`src/core/psm_defines.svh`:
```
`ifndef PSM_DEFINES_SVH
`define PSM_DEFINES_SVH

// ----------------------------------------
// Register byte offsets.
// ----------------------------------------
`define PSM_GPIO_EN_OFS  8'h00
`define PSM_GPIO_DIR_OFS 8'h04
`define PSM_GPIO_OUT_OFS 8'h08
`define PSM_GPIO_IN_OFS  8'h0C
`define PSM_STRAP_OFS    8'h10

// ----------------------------------------
// Reset values and field positions.
// ----------------------------------------
`define PSM_GPIO_RST     16'h0000
`define PSM_ST_WIDE_BIT  0
`define PSM_ST_CELL_BIT  1
`define PSM_ST_PCI_BIT   2
`define PSM_ST_DONE_BIT  3
`define PSM_CLK4_PIN     1
`define PSM_CLK6_PIN     2
`define PSM_SERIAL_TWO_EXTERNAL_CLOCK_PIN    8
`define PSM_PCI_LO_PIN   9
`define PSM_PCI_HI_PIN   15

// ----------------------------------------
// Bus responses.
// ----------------------------------------
`define PSM_RESP_OKAY    2'h0
`define PSM_RESP_DECERR  2'h3

`endif

```
`src/core/psm_pkg.sv`:
```
// ----------------------------------------
// Shared types.
// ----------------------------------------
package psm_pkg;

    // Strap levels as captured after reset.
    typedef struct packed {
        logic pci_en;   // PCI owns the shared host pins.
        logic cell_en;  // Cell port owns the shared serial-one pins.
        logic wide;     // Host port is 32 bits wide.
    } psm_strap_t;

    // Capture sequencer states.
    typedef enum logic {
        PSM_CAP_WAIT,
        PSM_CAP_DONE
    } psm_cap_state_t;

    // Register select after address decode.
    typedef enum logic [2:0] {
        PSM_REG_EN,
        PSM_REG_DIR,
        PSM_REG_OUT,
        PSM_REG_IN,
        PSM_REG_STRAP,
        PSM_REG_NONE
    } psm_reg_t;

endpackage : psm_pkg

```
`src/core/psm_strap_if.sv`:
```
// ----------------------------------------
// Captured strap levels between modules.
// ----------------------------------------
interface psm_strap_if;
    psm_pkg::psm_strap_t straps;    // Frozen strap levels.
    logic                captured;  // High once straps are frozen.

    modport src (output straps, output captured);
    modport dst (input straps, input captured);
endinterface : psm_strap_if

```
`src/core/psm_strap_capture.sv`:
```
`include "psm_defines.svh"

// ----------------------------------------
// Strap synchroniser and one-shot capture.
// ----------------------------------------
module psm_strap_capture (
    input  wire logic   clk,
    input  wire logic   reset,
    input  wire logic   host_width_strap_pin,
    input  wire logic   cell_port_enable_strap,
    input  wire logic   pci_enable_strap,
    psm_strap_if.src    cap
);
    import psm_pkg::*;

    logic [2:0]          meta_reg;   // First synchroniser stage.
    logic [2:0]          sync_reg;   // Second synchroniser stage.
    psm_cap_state_t      state_reg;  // Capture sequencer.
    psm_strap_t          strap_reg;  // Frozen strap levels.

    // The chain runs through reset so that it is settled by the release.
    always_ff @(posedge clk) begin
        meta_reg <= {pci_enable_strap, cell_port_enable_strap, host_width_strap_pin};
        sync_reg <= meta_reg;
    end

    // capture once
    // Straps are caught on the first edge after release, then held.
    always_ff @(posedge clk) begin
        if (reset) begin
            state_reg <= PSM_CAP_WAIT;
            strap_reg <= '0;
        end else begin
            case (state_reg)
                PSM_CAP_WAIT: begin
                    strap_reg <= sync_reg;
                    state_reg <= PSM_CAP_DONE;
                end
                PSM_CAP_DONE: begin
                    state_reg <= PSM_CAP_DONE;
                end
                default: begin
                    state_reg <= PSM_CAP_WAIT;
                end
            endcase
        end
    end

    assign cap.straps   = strap_reg;
    assign cap.captured = (state_reg == PSM_CAP_DONE);
endmodule : psm_strap_capture

```
`src/core/psm_pin_mux.sv`:
```
// Local design decisions: the register addresses and the AXI4-Lite interface to the registers.
`include "psm_defines.svh"

// What this block does
// Narrow host port floats upper data pins
// Wide host port drives all data pins
// Software pin function changes anytime
// Strapped pins owned by one peripheral
// GPIO only when enable bit set
// Direction bit zero input, one output
// Upper GPIO needs PCI strap off
// Cell strap low gives serial one
// Others drive non-strap pins default
// Cell strap high floats solo pins
// PCI strap off gives host port
// Straps captured once at release

// ----------------------------------------
// Pin-function multiplexer with strap capture.
// ----------------------------------------
module psm_pin_mux #(
    parameter int GPIO_W = 16,   // General-purpose pin count.
    parameter int SHR_W  = 4,    // Serial-one pins shared with cell port.
    parameter int SOLO_W = 3     // Standalone serial-one pins.
) (
    input  wire logic                clk,
    input  wire logic                reset,
    input  wire logic [7:0]          s_axi_awaddr,
    input  wire logic                s_axi_awvalid,
    output wire logic                s_axi_awready,
    input  wire logic [31:0]         s_axi_wdata,
    input  wire logic [3:0]          s_axi_wstrb,
    input  wire logic                s_axi_wvalid,
    output wire logic                s_axi_wready,
    output wire logic [1:0]          s_axi_bresp,
    output wire logic                s_axi_bvalid,
    input  wire logic                s_axi_bready,
    input  wire logic [7:0]          s_axi_araddr,
    input  wire logic                s_axi_arvalid,
    output wire logic                s_axi_arready,
    output wire logic [31:0]         s_axi_rdata,
    output wire logic [1:0]          s_axi_rresp,
    output wire logic                s_axi_rvalid,
    input  wire logic                s_axi_rready,
    input  wire logic                host_width_strap_pin,
    input  wire logic                cell_port_enable_strap,
    input  wire logic                pci_enable_strap,
    input  wire logic [31:0]         host_port_dout,
    input  wire logic                host_port_doe,
    input  wire logic [31:0]         pci_ad_out,
    input  wire logic                pci_ad_oe,
    output wire logic [31:0]         host_data_pins_out,
    output wire logic [31:0]         host_data_pins_oe,
    output wire logic                host_port_wide_mode,
    output wire logic                host_port_narrow_mode,
    output wire logic                pci_port_enabled,
    input  wire logic [SHR_W-1:0]    sp1_shared_out,
    input  wire logic [SHR_W-1:0]    sp1_shared_oe,
    input  wire logic [SHR_W-1:0]    cell_shared_out,
    input  wire logic [SHR_W-1:0]    cell_shared_oe,
    input  wire logic [SOLO_W-1:0]   sp1_solo_out,
    input  wire logic [SOLO_W-1:0]   sp1_solo_oe,
    output wire logic [SHR_W-1:0]    sp1_cell_pins_out,
    output wire logic [SHR_W-1:0]    sp1_cell_pins_oe,
    output wire logic [SOLO_W-1:0]   sp1_solo_pins_out,
    output wire logic [SOLO_W-1:0]   sp1_solo_pins_oe,
    output wire logic                buffered_serial_port_one_enabled,
    output wire logic                cell_port_enabled,
    input  wire logic                cpu_clock_div4_output,
    input  wire logic                cpu_clock_div6_output,
    input  wire logic [6:0]          pci_gp_out,
    input  wire logic [6:0]          pci_gp_oe,
    input  wire logic [GPIO_W-1:0]   gpio_pins_in,
    output wire logic [GPIO_W-1:0]   gpio_pins_out,
    output wire logic [GPIO_W-1:0]   gpio_pins_oe,
    output wire logic                serial_two_clock_selected
);
    import psm_pkg::*;

    // ----------------------------------------
    // Helper functions.
    // ----------------------------------------

    // Address decode, shared by the read and write paths.
    function automatic psm_reg_t decode(input logic [7:0] addr);
        case (addr)
            `PSM_GPIO_EN_OFS:  decode = PSM_REG_EN;
            `PSM_GPIO_DIR_OFS: decode = PSM_REG_DIR;
            `PSM_GPIO_OUT_OFS: decode = PSM_REG_OUT;
            `PSM_GPIO_IN_OFS:  decode = PSM_REG_IN;
            `PSM_STRAP_OFS:    decode = PSM_REG_STRAP;
            default:           decode = PSM_REG_NONE;
        endcase
    endfunction : decode

    // Byte-lane merge for the 16-bit registers; upper lanes are ignored.
    function automatic logic [15:0] merge16(input logic [15:0] old, input logic [31:0] d,
                                            input logic [3:0] strb);
        merge16[7:0]  = strb[0] ? d[7:0]  : old[7:0];
        merge16[15:8] = strb[1] ? d[15:8] : old[15:8];
    endfunction : merge16

    // Pins that the PCI port claims when its strap is set.
    function automatic logic is_pci_pin(input int idx);
        is_pci_pin = (idx >= `PSM_PCI_LO_PIN) && (idx <= `PSM_PCI_HI_PIN);
    endfunction : is_pci_pin

    // ----------------------------------------
    // Strap capture.
    // ----------------------------------------
    psm_strap_if strap_bus ();

    psm_strap_capture u_cap (
        .clk                    (clk),
        .reset                  (reset),
        .host_width_strap_pin   (host_width_strap_pin),
        .cell_port_enable_strap (cell_port_enable_strap),
        .pci_enable_strap       (pci_enable_strap),
        .cap                    (strap_bus.src)
    );

    wire logic wide    = strap_bus.straps.wide;     // Wide host port.
    wire logic cell_en = strap_bus.straps.cell_en;  // Cell port owns pins.
    wire logic pci_en  = strap_bus.straps.pci_en;   // PCI owns host pins.

    // ----------------------------------------
    // Register bus state.
    // ----------------------------------------
    logic [7:0]          aw_addr_reg;   // Held write address.
    logic                aw_full_reg;   // Write address waiting.
    logic [31:0]         w_data_reg;    // Held write data.
    logic [3:0]          w_strb_reg;    // Held byte enables.
    logic                w_full_reg;    // Write data waiting.
    logic                bvalid_reg;    // Write response pending.
    logic [1:0]          bresp_reg;     // Write response code.
    logic                rvalid_reg;    // Read response pending.
    logic [31:0]         rdata_reg;     // Read data.
    logic [1:0]          rresp_reg;     // Read response code.
    logic [GPIO_W-1:0]   gpio_en_reg;   // Per-pin GPIO enable.
    logic [GPIO_W-1:0]   gpio_dir_reg;  // Per-pin direction, one drives.
    logic [GPIO_W-1:0]   gpio_out_reg;  // Per-pin output level.
    logic [GPIO_W-1:0]   gp_meta_reg;   // First GPIO input stage.
    logic [GPIO_W-1:0]   gp_sync_reg;   // Second GPIO input stage.

    // Address and data are taken in either order; the commit waits for both.
    wire logic     aw_take = s_axi_awvalid & ~aw_full_reg;
    wire logic     w_take  = s_axi_wvalid & ~w_full_reg;
    wire logic     do_wr   = aw_full_reg & w_full_reg & ~bvalid_reg;
    wire logic     ar_take = s_axi_arvalid & ~rvalid_reg;
    wire psm_reg_t wr_sel  = decode(aw_addr_reg);
    wire psm_reg_t rd_sel  = decode(s_axi_araddr);

    assign s_axi_awready = ~aw_full_reg;
    assign s_axi_wready  = ~w_full_reg;
    assign s_axi_bvalid  = bvalid_reg;
    assign s_axi_bresp   = bresp_reg;
    assign s_axi_arready = ~rvalid_reg;
    assign s_axi_rvalid  = rvalid_reg;
    assign s_axi_rdata   = rdata_reg;
    assign s_axi_rresp   = rresp_reg;

    // Write channel holding registers and the response.
    always_ff @(posedge clk) begin
        if (reset) begin
            aw_full_reg <= 1'b0;
            w_full_reg  <= 1'b0;
            bvalid_reg  <= 1'b0;
            bresp_reg   <= `PSM_RESP_OKAY;
            aw_addr_reg <= 8'h00;
            w_data_reg  <= 32'h00000000;
            w_strb_reg  <= 4'h0;
        end else begin
            if (aw_take) begin
                aw_addr_reg <= s_axi_awaddr;
                aw_full_reg <= 1'b1;
            end
            if (w_take) begin
                w_data_reg <= s_axi_wdata;
                w_strb_reg <= s_axi_wstrb;
                w_full_reg <= 1'b1;
            end
            if (do_wr) begin
                aw_full_reg <= 1'b0;
                w_full_reg  <= 1'b0;
                bvalid_reg  <= 1'b1;
                bresp_reg   <= (wr_sel == PSM_REG_NONE) ? `PSM_RESP_DECERR : `PSM_RESP_OKAY;
            end else if (s_axi_bready) begin
                bvalid_reg <= 1'b0;
            end
        end
    end

    // live reconfiguration
    // Control bits take effect on the commit edge, with no reset needed.
    always_ff @(posedge clk) begin
        if (reset) begin
            gpio_en_reg  <= `PSM_GPIO_RST;
            gpio_dir_reg <= `PSM_GPIO_RST;
            gpio_out_reg <= `PSM_GPIO_RST;
        end else if (do_wr) begin
            if (wr_sel == PSM_REG_EN)  gpio_en_reg  <= merge16(gpio_en_reg, w_data_reg, w_strb_reg);
            if (wr_sel == PSM_REG_DIR) gpio_dir_reg <= merge16(gpio_dir_reg, w_data_reg, w_strb_reg);
            if (wr_sel == PSM_REG_OUT) gpio_out_reg <= merge16(gpio_out_reg, w_data_reg, w_strb_reg);
        end
    end

    // Read path; the status word shows the frozen straps.
    wire logic [31:0] strap_word = {28'h0000000, strap_bus.captured, pci_en, cell_en, wide};
    wire logic [31:0] rd_word    = (rd_sel == PSM_REG_EN)    ? {16'h0000, gpio_en_reg}  :
                                   (rd_sel == PSM_REG_DIR)   ? {16'h0000, gpio_dir_reg} :
                                   (rd_sel == PSM_REG_OUT)   ? {16'h0000, gpio_out_reg} :
                                   (rd_sel == PSM_REG_IN)    ? {16'h0000, gp_sync_reg}  :
                                   (rd_sel == PSM_REG_STRAP) ? strap_word : 32'h00000000;

    // Read response register.
    always_ff @(posedge clk) begin
        if (reset) begin
            rvalid_reg <= 1'b0;
            rdata_reg  <= 32'h00000000;
            rresp_reg  <= `PSM_RESP_OKAY;
        end else if (ar_take) begin
            rvalid_reg <= 1'b1;
            rdata_reg  <= rd_word;
            rresp_reg  <= (rd_sel == PSM_REG_NONE) ? `PSM_RESP_DECERR : `PSM_RESP_OKAY;
        end else if (s_axi_rready) begin
            rvalid_reg <= 1'b0;
        end
    end

    // GPIO inputs come from pins, so two stages before the read mux.
    always_ff @(posedge clk) begin
        gp_meta_reg <= gpio_pins_in;
        gp_sync_reg <= gp_meta_reg;
    end

    // ----------------------------------------
    // Pin selection.
    // ----------------------------------------
    logic [31:0]         hd_out_reg;   // Host data pin levels.
    logic [31:0]         hd_oe_reg;    // Host data pin enables.
    logic [SHR_W-1:0]    shr_out_reg;  // Shared serial/cell levels.
    logic [SHR_W-1:0]    shr_oe_reg;   // Shared serial/cell enables.
    logic [SOLO_W-1:0]   solo_out_reg; // Standalone serial levels.
    logic [SOLO_W-1:0]   solo_oe_reg;  // Standalone serial enables.
    logic [GPIO_W-1:0]   gp_out_reg;   // GPIO pin levels.
    logic [GPIO_W-1:0]   gp_oe_reg;    // GPIO pin enables.
    logic [GPIO_W-1:0]   dflt_out;     // Default function levels.
    logic [GPIO_W-1:0]   dflt_oe;      // Default function enables.
    logic [GPIO_W-1:0]   gp_use;       // Pin runs as GPIO.

    // host owns pins
    // Without PCI the host port has the shared data pins.
    wire logic [31:0] hd_out_next = pci_en ? pci_ad_out : host_port_dout;
    // upper half floats
    // full width drive
    wire logic [15:0] hd_hi_oe    = wide ? {16{host_port_doe}} : 16'h0000;
    wire logic [31:0] hd_oe_next  = pci_en ? {32{pci_ad_oe}} : {hd_hi_oe, {16{host_port_doe}}};

    // serial one default
    // one owner only
    wire logic [SHR_W-1:0]  shr_out_next  = cell_en ? cell_shared_out : sp1_shared_out;
    wire logic [SHR_W-1:0]  shr_oe_next   = cell_en ? cell_shared_oe : sp1_shared_oe;
    // solo pins float
    wire logic [SOLO_W-1:0] solo_oe_next  = cell_en ? '0 : sp1_solo_oe;

    // Per-pin GPIO selection.
    generate
        for (genvar i = 0; i < GPIO_W; i++) begin : g_pin
            // PCI pins gated
            // enable gates GPIO
            assign gp_use[i] = gpio_en_reg[i] & ~(is_pci_pin(i) & pci_en);
            if (i == `PSM_CLK4_PIN) begin : g_c4
                assign dflt_out[i] = cpu_clock_div4_output;
                assign dflt_oe[i]  = 1'b1;
            end else if (i == `PSM_CLK6_PIN) begin : g_c6
                assign dflt_out[i] = cpu_clock_div6_output;
                assign dflt_oe[i]  = 1'b1;
            end else if (is_pci_pin(i)) begin : g_pci
                assign dflt_out[i] = pci_en & pci_gp_out[i-`PSM_PCI_LO_PIN];
                assign dflt_oe[i]  = pci_en & pci_gp_oe[i-`PSM_PCI_LO_PIN];
            end else begin : g_none
                // Input-only or no default function, so never driven.
                assign dflt_out[i] = 1'b0;
                assign dflt_oe[i]  = 1'b0;
            end
        end
    endgenerate

    // direction bit
    wire logic [GPIO_W-1:0] gp_out_next = (gp_use & gpio_out_reg) | (~gp_use & dflt_out);
    wire logic [GPIO_W-1:0] gp_oe_next  = (gp_use & gpio_dir_reg) | (~gp_use & dflt_oe);

    // All pin drives are registered, costing one cycle of latency.
    always_ff @(posedge clk) begin
        if (reset) begin
            hd_out_reg   <= 32'h00000000;
            hd_oe_reg    <= 32'h00000000;
            shr_out_reg  <= '0;
            shr_oe_reg   <= '0;
            solo_out_reg <= '0;
            solo_oe_reg  <= '0;
            gp_out_reg   <= '0;
            gp_oe_reg    <= '0;
        end else begin
            hd_out_reg   <= hd_out_next;
            hd_oe_reg    <= hd_oe_next;
            shr_out_reg  <= shr_out_next;
            shr_oe_reg   <= shr_oe_next;
            solo_out_reg <= sp1_solo_out;
            solo_oe_reg  <= solo_oe_next;
            gp_out_reg   <= gp_out_next;
            gp_oe_reg    <= gp_oe_next;
        end
    end

    assign host_data_pins_out               = hd_out_reg;
    assign host_data_pins_oe                = hd_oe_reg;
    assign sp1_cell_pins_out                = shr_out_reg;
    assign sp1_cell_pins_oe                 = shr_oe_reg;
    assign sp1_solo_pins_out                = solo_out_reg;
    assign sp1_solo_pins_oe                 = solo_oe_reg;
    assign gpio_pins_out                    = gp_out_reg;
    assign gpio_pins_oe                     = gp_oe_reg;
    assign host_port_wide_mode              = ~pci_en & wide;
    assign host_port_narrow_mode            = ~pci_en & ~wide;
    assign pci_port_enabled                 = pci_en;
    assign buffered_serial_port_one_enabled = ~cell_en;
    assign cell_port_enabled                = cell_en;
    assign serial_two_clock_selected        = ~gpio_en_reg[`PSM_SERIAL_TWO_EXTERNAL_CLOCK_PIN];
endmodule : psm_pin_mux

```
`config.mk`:
```
export PLATFORM = sky130hd
export DESIGN_NAME = psm_pin_mux
export DESIGN_NICKNAME = d
export VERILOG_FILES = /design/src/core/psm_pkg.sv /design/src/core/psm_strap_if.sv /design/src/core/psm_strap_capture.sv /design/src/core/psm_pin_mux.sv
export VERILOG_INCLUDE_DIRS = /design/src /design/src/core
export SDC_FILE = /design/constraint.sdc
export NUM_CORES = 1
export LEC_CHECK = 0
export ABC_AREA = 1
export BUFFER_PORTS_ARGS = -buffer_cell sky130_fd_sc_hd__buf_2
export CAP_MARGIN = 20
export CORE_AREA = 2 2 130 132
export DETAILED_ROUTE_END_ITERATION = 8
export DIE_AREA = 0 0 132 134
export GPL_TIMING_DRIVEN = 1
export PLACE_DENSITY = 0.95
export SYNTH_ARGS = -nofsm -noshare
export SYNTH_HDL_FRONTEND = slang
export SYNTH_SLANG_ARGS = --single-unit
```
`constraint.sdc`:
```
create_clock -name clk -period 2 [get_ports clk]
set_input_delay 0.1 -clock clk [delete_from_list [all_inputs] [get_ports clk]]
set_output_delay 0.1 -clock clk [all_outputs]
set_load 0.1 [all_outputs]
```
==> impl_metrics.toml, run 1 <==
[outcome]
status = "finished clean"

[floorplan]
die_w_um = 132
die-area_sq_um = 17700
die_h_um = 134
io_pins = 339
rows = 47
start_util_pct = 51.0
coreArea_sq_um = 16300

[synthesis]
synth-seq-cells = 218
syn_inst = 1049
yosys-top-cells-area = "dfxtp_1, nor2_1, a21oi_1"
yosys.area.top_type = "dfxtp_1"
yosysUniqueCellTypes = 28
synthDominantCellAreaShare_pct = 52.6
postSynthAreaPerCell_sq_um = 7.92
ys_seq_area_share_pct = 52.6
synth_warnings = 0
netlist_area_sq_um = 8300

[final_layout]
largest_register_ff_count = 32
final_core_util_pct = 74.8
nets = 1636
final_cells = 1696
drive_gt1_share_pct = 26.7
layout_commonest_cell = "buf_2"
area_growth_pct = 46.7
final_cell_mix = "buf_2, dfxtp_1, nor2_1, dlygate4sd3_1, nand2_1"

[cts]
cts_buffers = 24
clock_sinks = 218
clockBufferDepth = 3
cts.reportedPaths.clkPinSlew_ps = 70
h-tree-depth = 1
cts_tree = "built"
cts_root_buf = "clkbuf_16"
clk_latency_ps = 510
cts_setup_buffers = 0

[place]
port_buffers = 304
place.gp.congestion = 0.914
hpwlAfterDp_um = 17900
placedCellCount = 1494

[min_path]
min-delay-start = "s_axi_arvalid"
hold_class = "input pin to register"
min_path_cells = 4
min_to = "s_axi_rdata[3]"

[sta]
grt_setup_unrepaired = "no"
slew-limit-headroom_pct = 58.8
hold_ws_ps = 83.3
post-route-period-util_pct = 94.1
fin_skew_ps = 14.9
hold_viol = 0
setup_tns_ps = 0
slew_viol_final = 0
timing.fmax_mhz = 531
setup_viol = 0
tightest_slew_ps = 618
min_period_ps = 1880

[critical_path]
reg2reg_from = "u_cap.cap.straps[1]"
path_max_fanout = 51
reg2reg_depth = 5
reg2reg_slack_ps = 120
slowest_delay_ps = 520
end_kind = "primary output"
crit_family = "buffers and inverters"
required_ps = 1900
critPathArrivalTime_ps = 1780
path_cells = "buf_6 -> buf_2"
start_kind = "register"
critPathKind = "register to primary output"
rr_endpoint = "sp1_cell_pins_oe[0]"
critPathBufInv = 2
crit_slowest_cell = "buf_2"

[global_route]
grt_max_degree = 72
grt_pass1_wl_um = 47900
grt_remaining_overflow = 0
antenna_found_initial = 6
track_usage_pct = 34.4
grt_pass1_vias = 8976

[drt]
drc = 0
dr_total_vias = 9196
drt_first_iter_violations = 905
wl_um = 31800
drtPass1Iterations = 6
ant_nets = 0
avgRoutedWirePerCell_um = 18.7
viasPerCell = 5.42

[pwr]
power.total_mw = 12.2
vdd_drop_max_mv = 0.700
power.density_nw_per_um2 = 1000
total_leakage_power_nw = 5.65

[flow_run]
max_cap_violations = 0
-- cells in the mapped netlist, drive strengths merged --
cell type    n
o211ai       2
a211oi       1
conb         1
nor2       183
o21ai       87
buf         76
clkbuf      34
clkinv       3
nor3        14
nand3       85
nor4         4
nand2      128
inv         76
nand4       13
o21a         1
a21oi      123
dfxtp      218
-- stage by stage --
stage | area [sq um] | worst slack (ps)
global route | 12200 | 41.5
floorplan | 8390 | -6.57
CTS | 12200 | 32.6
finish | 12200 | 118
global placement | 9710 | 458
detailed placement | 9710 | 367
-- power breakdown --
group | internal, mW | leakage, nW | total (mW) | switching, mW
Sequential | 4.54 | 1.80 | 4.65 | 0.104
Combinational | 0.604 | 3.41 | 2.54 | 1.93
Clock | 3.18 | 0.436 | 5.02 | 1.85
Total | 8.32 | 5.65 | 12.2 | 3.88
-- worst register-to-register path: cells and delay by family (launching register included) --
kind	cells	cell delay, ps
buf+inv	3	1030
simple gates	2	240
flops	1	500
-- per-layer routing --
metal	global-route usage, %	share of wire, %	vias to the layer above
met4	22.2	7.0	2
met5	0	0.038	-
li1	-	-	4142
met3	7.90	10	190
met2	58.9	47	694
met1	38.9	35	4168
-- final cells by class --
cell class              instances  area, sq um
flip-flops and latches        218         4370
fillers                      1067         4110
repair buffers                474         3280
multi-input cells             657         3030
clock buffers                  31          678
inverters                      79          308
well taps                     220          275
clock inverters                12          225
diodes                          5         12.5
-- worst max-delay path by stage --
stage	to	startpoint	depth (start not counted)
floorplan	host_port_wide_mode	u_cap.cap.straps[2]	3
global placement	s_axi_rdata[3]	s_axi_araddr[3]	10
detailed placement	s_axi_rdata[1]	s_axi_araddr[3]	10
CTS	host_data_pins_out[21]	u_cap.cap.straps[2]	5
global route	host_data_pins_out[5]	u_cap.cap.straps[2]	5
finish	pci_port_enabled	u_cap.cap.straps[2]	2
-- what timing repair did --
item                                    in CTS  in global routing
endpoints found under the setup margin       0                 27
resized for setup                            0                  3
endpoints found under the hold margin      113                  0
hold buffers                               154                  0
-- cell families (layout without fill, tap and decap cells) --
kind of cell,after synthesis,count (layout),share of synthesized area [%]
AND/OR/NAND/NOR,427,427,22.4
flip-flops,218,218,52.6
AO/OA/AOI/OAI,214,214,13.1
buffers and inverters,189,596,11.9
other,1,21,0.0452
Note: power is estimated with default switching activity, not from simulation.
==> inputs of run 2 (changes only) <==
==> constraint.sdc (replaced) <==
create_clock -name clk -period 2 [get_ports clk]
set_input_delay 0.2 -clock clk [delete_from_list [all_inputs] [get_ports clk]]
set_output_delay 0.2 -clock clk [all_outputs]
set_load 0.01 [all_outputs]
==> run 2 against run 1 <==
- the run now ends with hold timing left
- sequential power about the same
- design area down 2.6%
- die area stayed put
- first-iteration DRC count rose by 5.0%
- worst setup slack better by 190 ps
- largest cell class unchanged
- via count fell by 0.16%
- count of clock-buffer cells in the layout is 3 lower
- combinational power is 48% lower
==> impl_metrics.toml, run 2 (synthesis results as in run 1) <==
[outcome]
status = "finished, violations left"
violations = "hold timing"

[final_layout]
final_cell_mix = "buf_2, dfxtp_1, nor2_1, dlygate4sd3_1, nand2_1"
final_core_util_pct = 72.9
final_cell_area_sq_um = 11900
nets = 1614
drive_gt1_share_pct = 26.8
layout_commonest_cell = "buf_2"
fillers = 1029
largest_register_ff_count = 32
area_growth_pct = 42.9

[cts]
cts_setup_buffers = 0
cts_tree = "built"
cts_root_buf = "clkbuf_16"
cts.reportedPaths.clkPinSlew_ps = 70
clock_sinks = 218
h-tree-depth = 1
clk_latency_ps = 540
cts_buffers = 23
ctsResizeCount = 0
cts_hold_buf = 131
clockBufferDepth = 3

[critical_path]
critPathBufInv = 2
crit_family = "buffers and inverters"
path_max_fanout = 17
reg2reg_from = "s_axi_rvalid"
rr_endpoint = "s_axi_rdata[8]"
critPathArrivalTime_ps = 2110
crit_slowest_cell = "clkinv_1"
reg2reg_slack_ps = 310
path_cells = "inv_1 -> nand2_1 -> clkinv_1 -> o21ai_0 -> a21oi_1"
slowest_delay_ps = 540
critPathKind = "register to register"
end_kind = "register"
start_kind = "register"
required_ps = 2420
reg2reg_depth = 5
startpoint = "s_axi_rvalid"

[drt]
drt_first_iter_violations = 950
dr_total_vias = 9181
drc = 0
viasPerCell = 5.49
drtPass1Iterations = 6
avgRoutedWirePerCell_um = 18.6
wl_um = 31100
ant_nets = 0

[place]
hpwlAfterDp_um = 17800
place.gp.congestion = 0.917
port_buffers = 304
dpl_cell_area_sq_um = 9690

[floorplan]
io_pins = 339
rows = 47
die_h_um = 134
start_util_pct = 51.0
die-area_sq_um = 17700
coreArea_sq_um = 16300
die_w_um = 132

[pwr]
total_leakage_power_nw = 5.53
power.density_nw_per_um2 = 907
vdd_drop_max_mv = 0.829
power.total_mw = 10.8

[sta]
fin_skew_ps = 43.8
post-route-period-util_pct = 84.5
setup_viol = 0
setup_tns_ps = 0
hold_ws_ps = -2.39
timing.fmax_mhz = 592
slew-limit-headroom_pct = 55.4
hold_viol = 1
tightest_slew_ps = 666
min_period_ps = 1690
slew_viol_final = 0
grt_setup_unrepaired = "no"

[flow_run]
max_cap_violations = 0

[global_route]
grt_pass1_wl_um = 47000
grt_remaining_overflow = 0
grt_max_degree = 59
grt_pass1_vias = 8910
track_usage_pct = 33.5
antenna_found_initial = 2

[min_path]
min-delay-start = "s_axi_rready"
hold_class = "input pin to register"
min_to = "s_axi_rvalid"
min_path_cells = 3
run 2: cell types whose count changed in the layout (fill, tap and decap cells not counted), moves of 3 or more:
cell           before  now
buf_4               7   11
diode_2             5    2
clkinvlp_4          4    1
dlygate4sd3_1     154  131
run 2: worst max path at each step:
stage	to	slack (ps)	depth (start not counted)
finish	s_axi_rdata[8]	310	5
CTS	host_data_pins_oe[15]	420	5
global placement	s_axi_rdata[3]	370	10
global route	s_axi_rdata[4]	220	5
detailed placement	s_axi_rdata[9]	310	10
floorplan	s_axi_rdata[4]	600	6
run 2: routing by layer:
| layer | vias to the layer above | wire length (um) | part of all wire (%) | GRT usage [%] |
|---|---|---|---|---|
| met1 | 4107 | 10500 | 34 | 36.6 |
| met3 | 218 | 3570 | 11 | 8.77 |
| met4 | 0 | 2180 | 7.0 | 20.4 |
| li1 | 4099 | - | - | - |
| met2 | 757 | 14900 | 48 | 58.6 |
| met5 | - | 0 | 0 | 0 |
run 2: worst min-delay path: cells and delay by family:
family | cells | cell delay, ps
simple gates | 1 | 40
buf+inv | 1 | 80
compound gates | 1 | 180
run 2: cell type report:
class | count | area (sq um) | area share (%)
Antenna cell | 2 | 5.00 | 0.0422
Clock buffer | 28 | 634 | 5.35
Clock inverter | 14 | 224 | 1.89
Inverter | 79 | 299 | 2.52
Multi-Input combinational cell | 657 | 3010 | 25.4
Sequential cell | 218 | 4370 | 36.8
Tap cell | 220 | 275 | 2.32
Timing Repair Buffer | 453 | 3060 | 25.7
run 2: per-stage QoR:
| stage | instances | setup slack (ps) |
|---|---|---|
| floorplan | 1064 | 604 |
| global placement | 1496 | 374 |
| detailed placement | 1496 | 314 |
| CTS | 1669 | 415 |
| global route | 1671 | 218 |
| finish | 1671 | 310 |
run 2: power breakdown:
| group | leakage, nW | switching, mW | internal, mW | total (mW) |
|---|---|---|---|---|
| combinational | 3.32 | 0.741 | 0.574 | 1.31 |
| sequential | 1.80 | 0.0996 | 4.54 | 4.64 |
| clock | 0.422 | 1.87 | 2.94 | 4.81 |
| total | 5.53 | 2.71 | 8.05 | 10.8 |
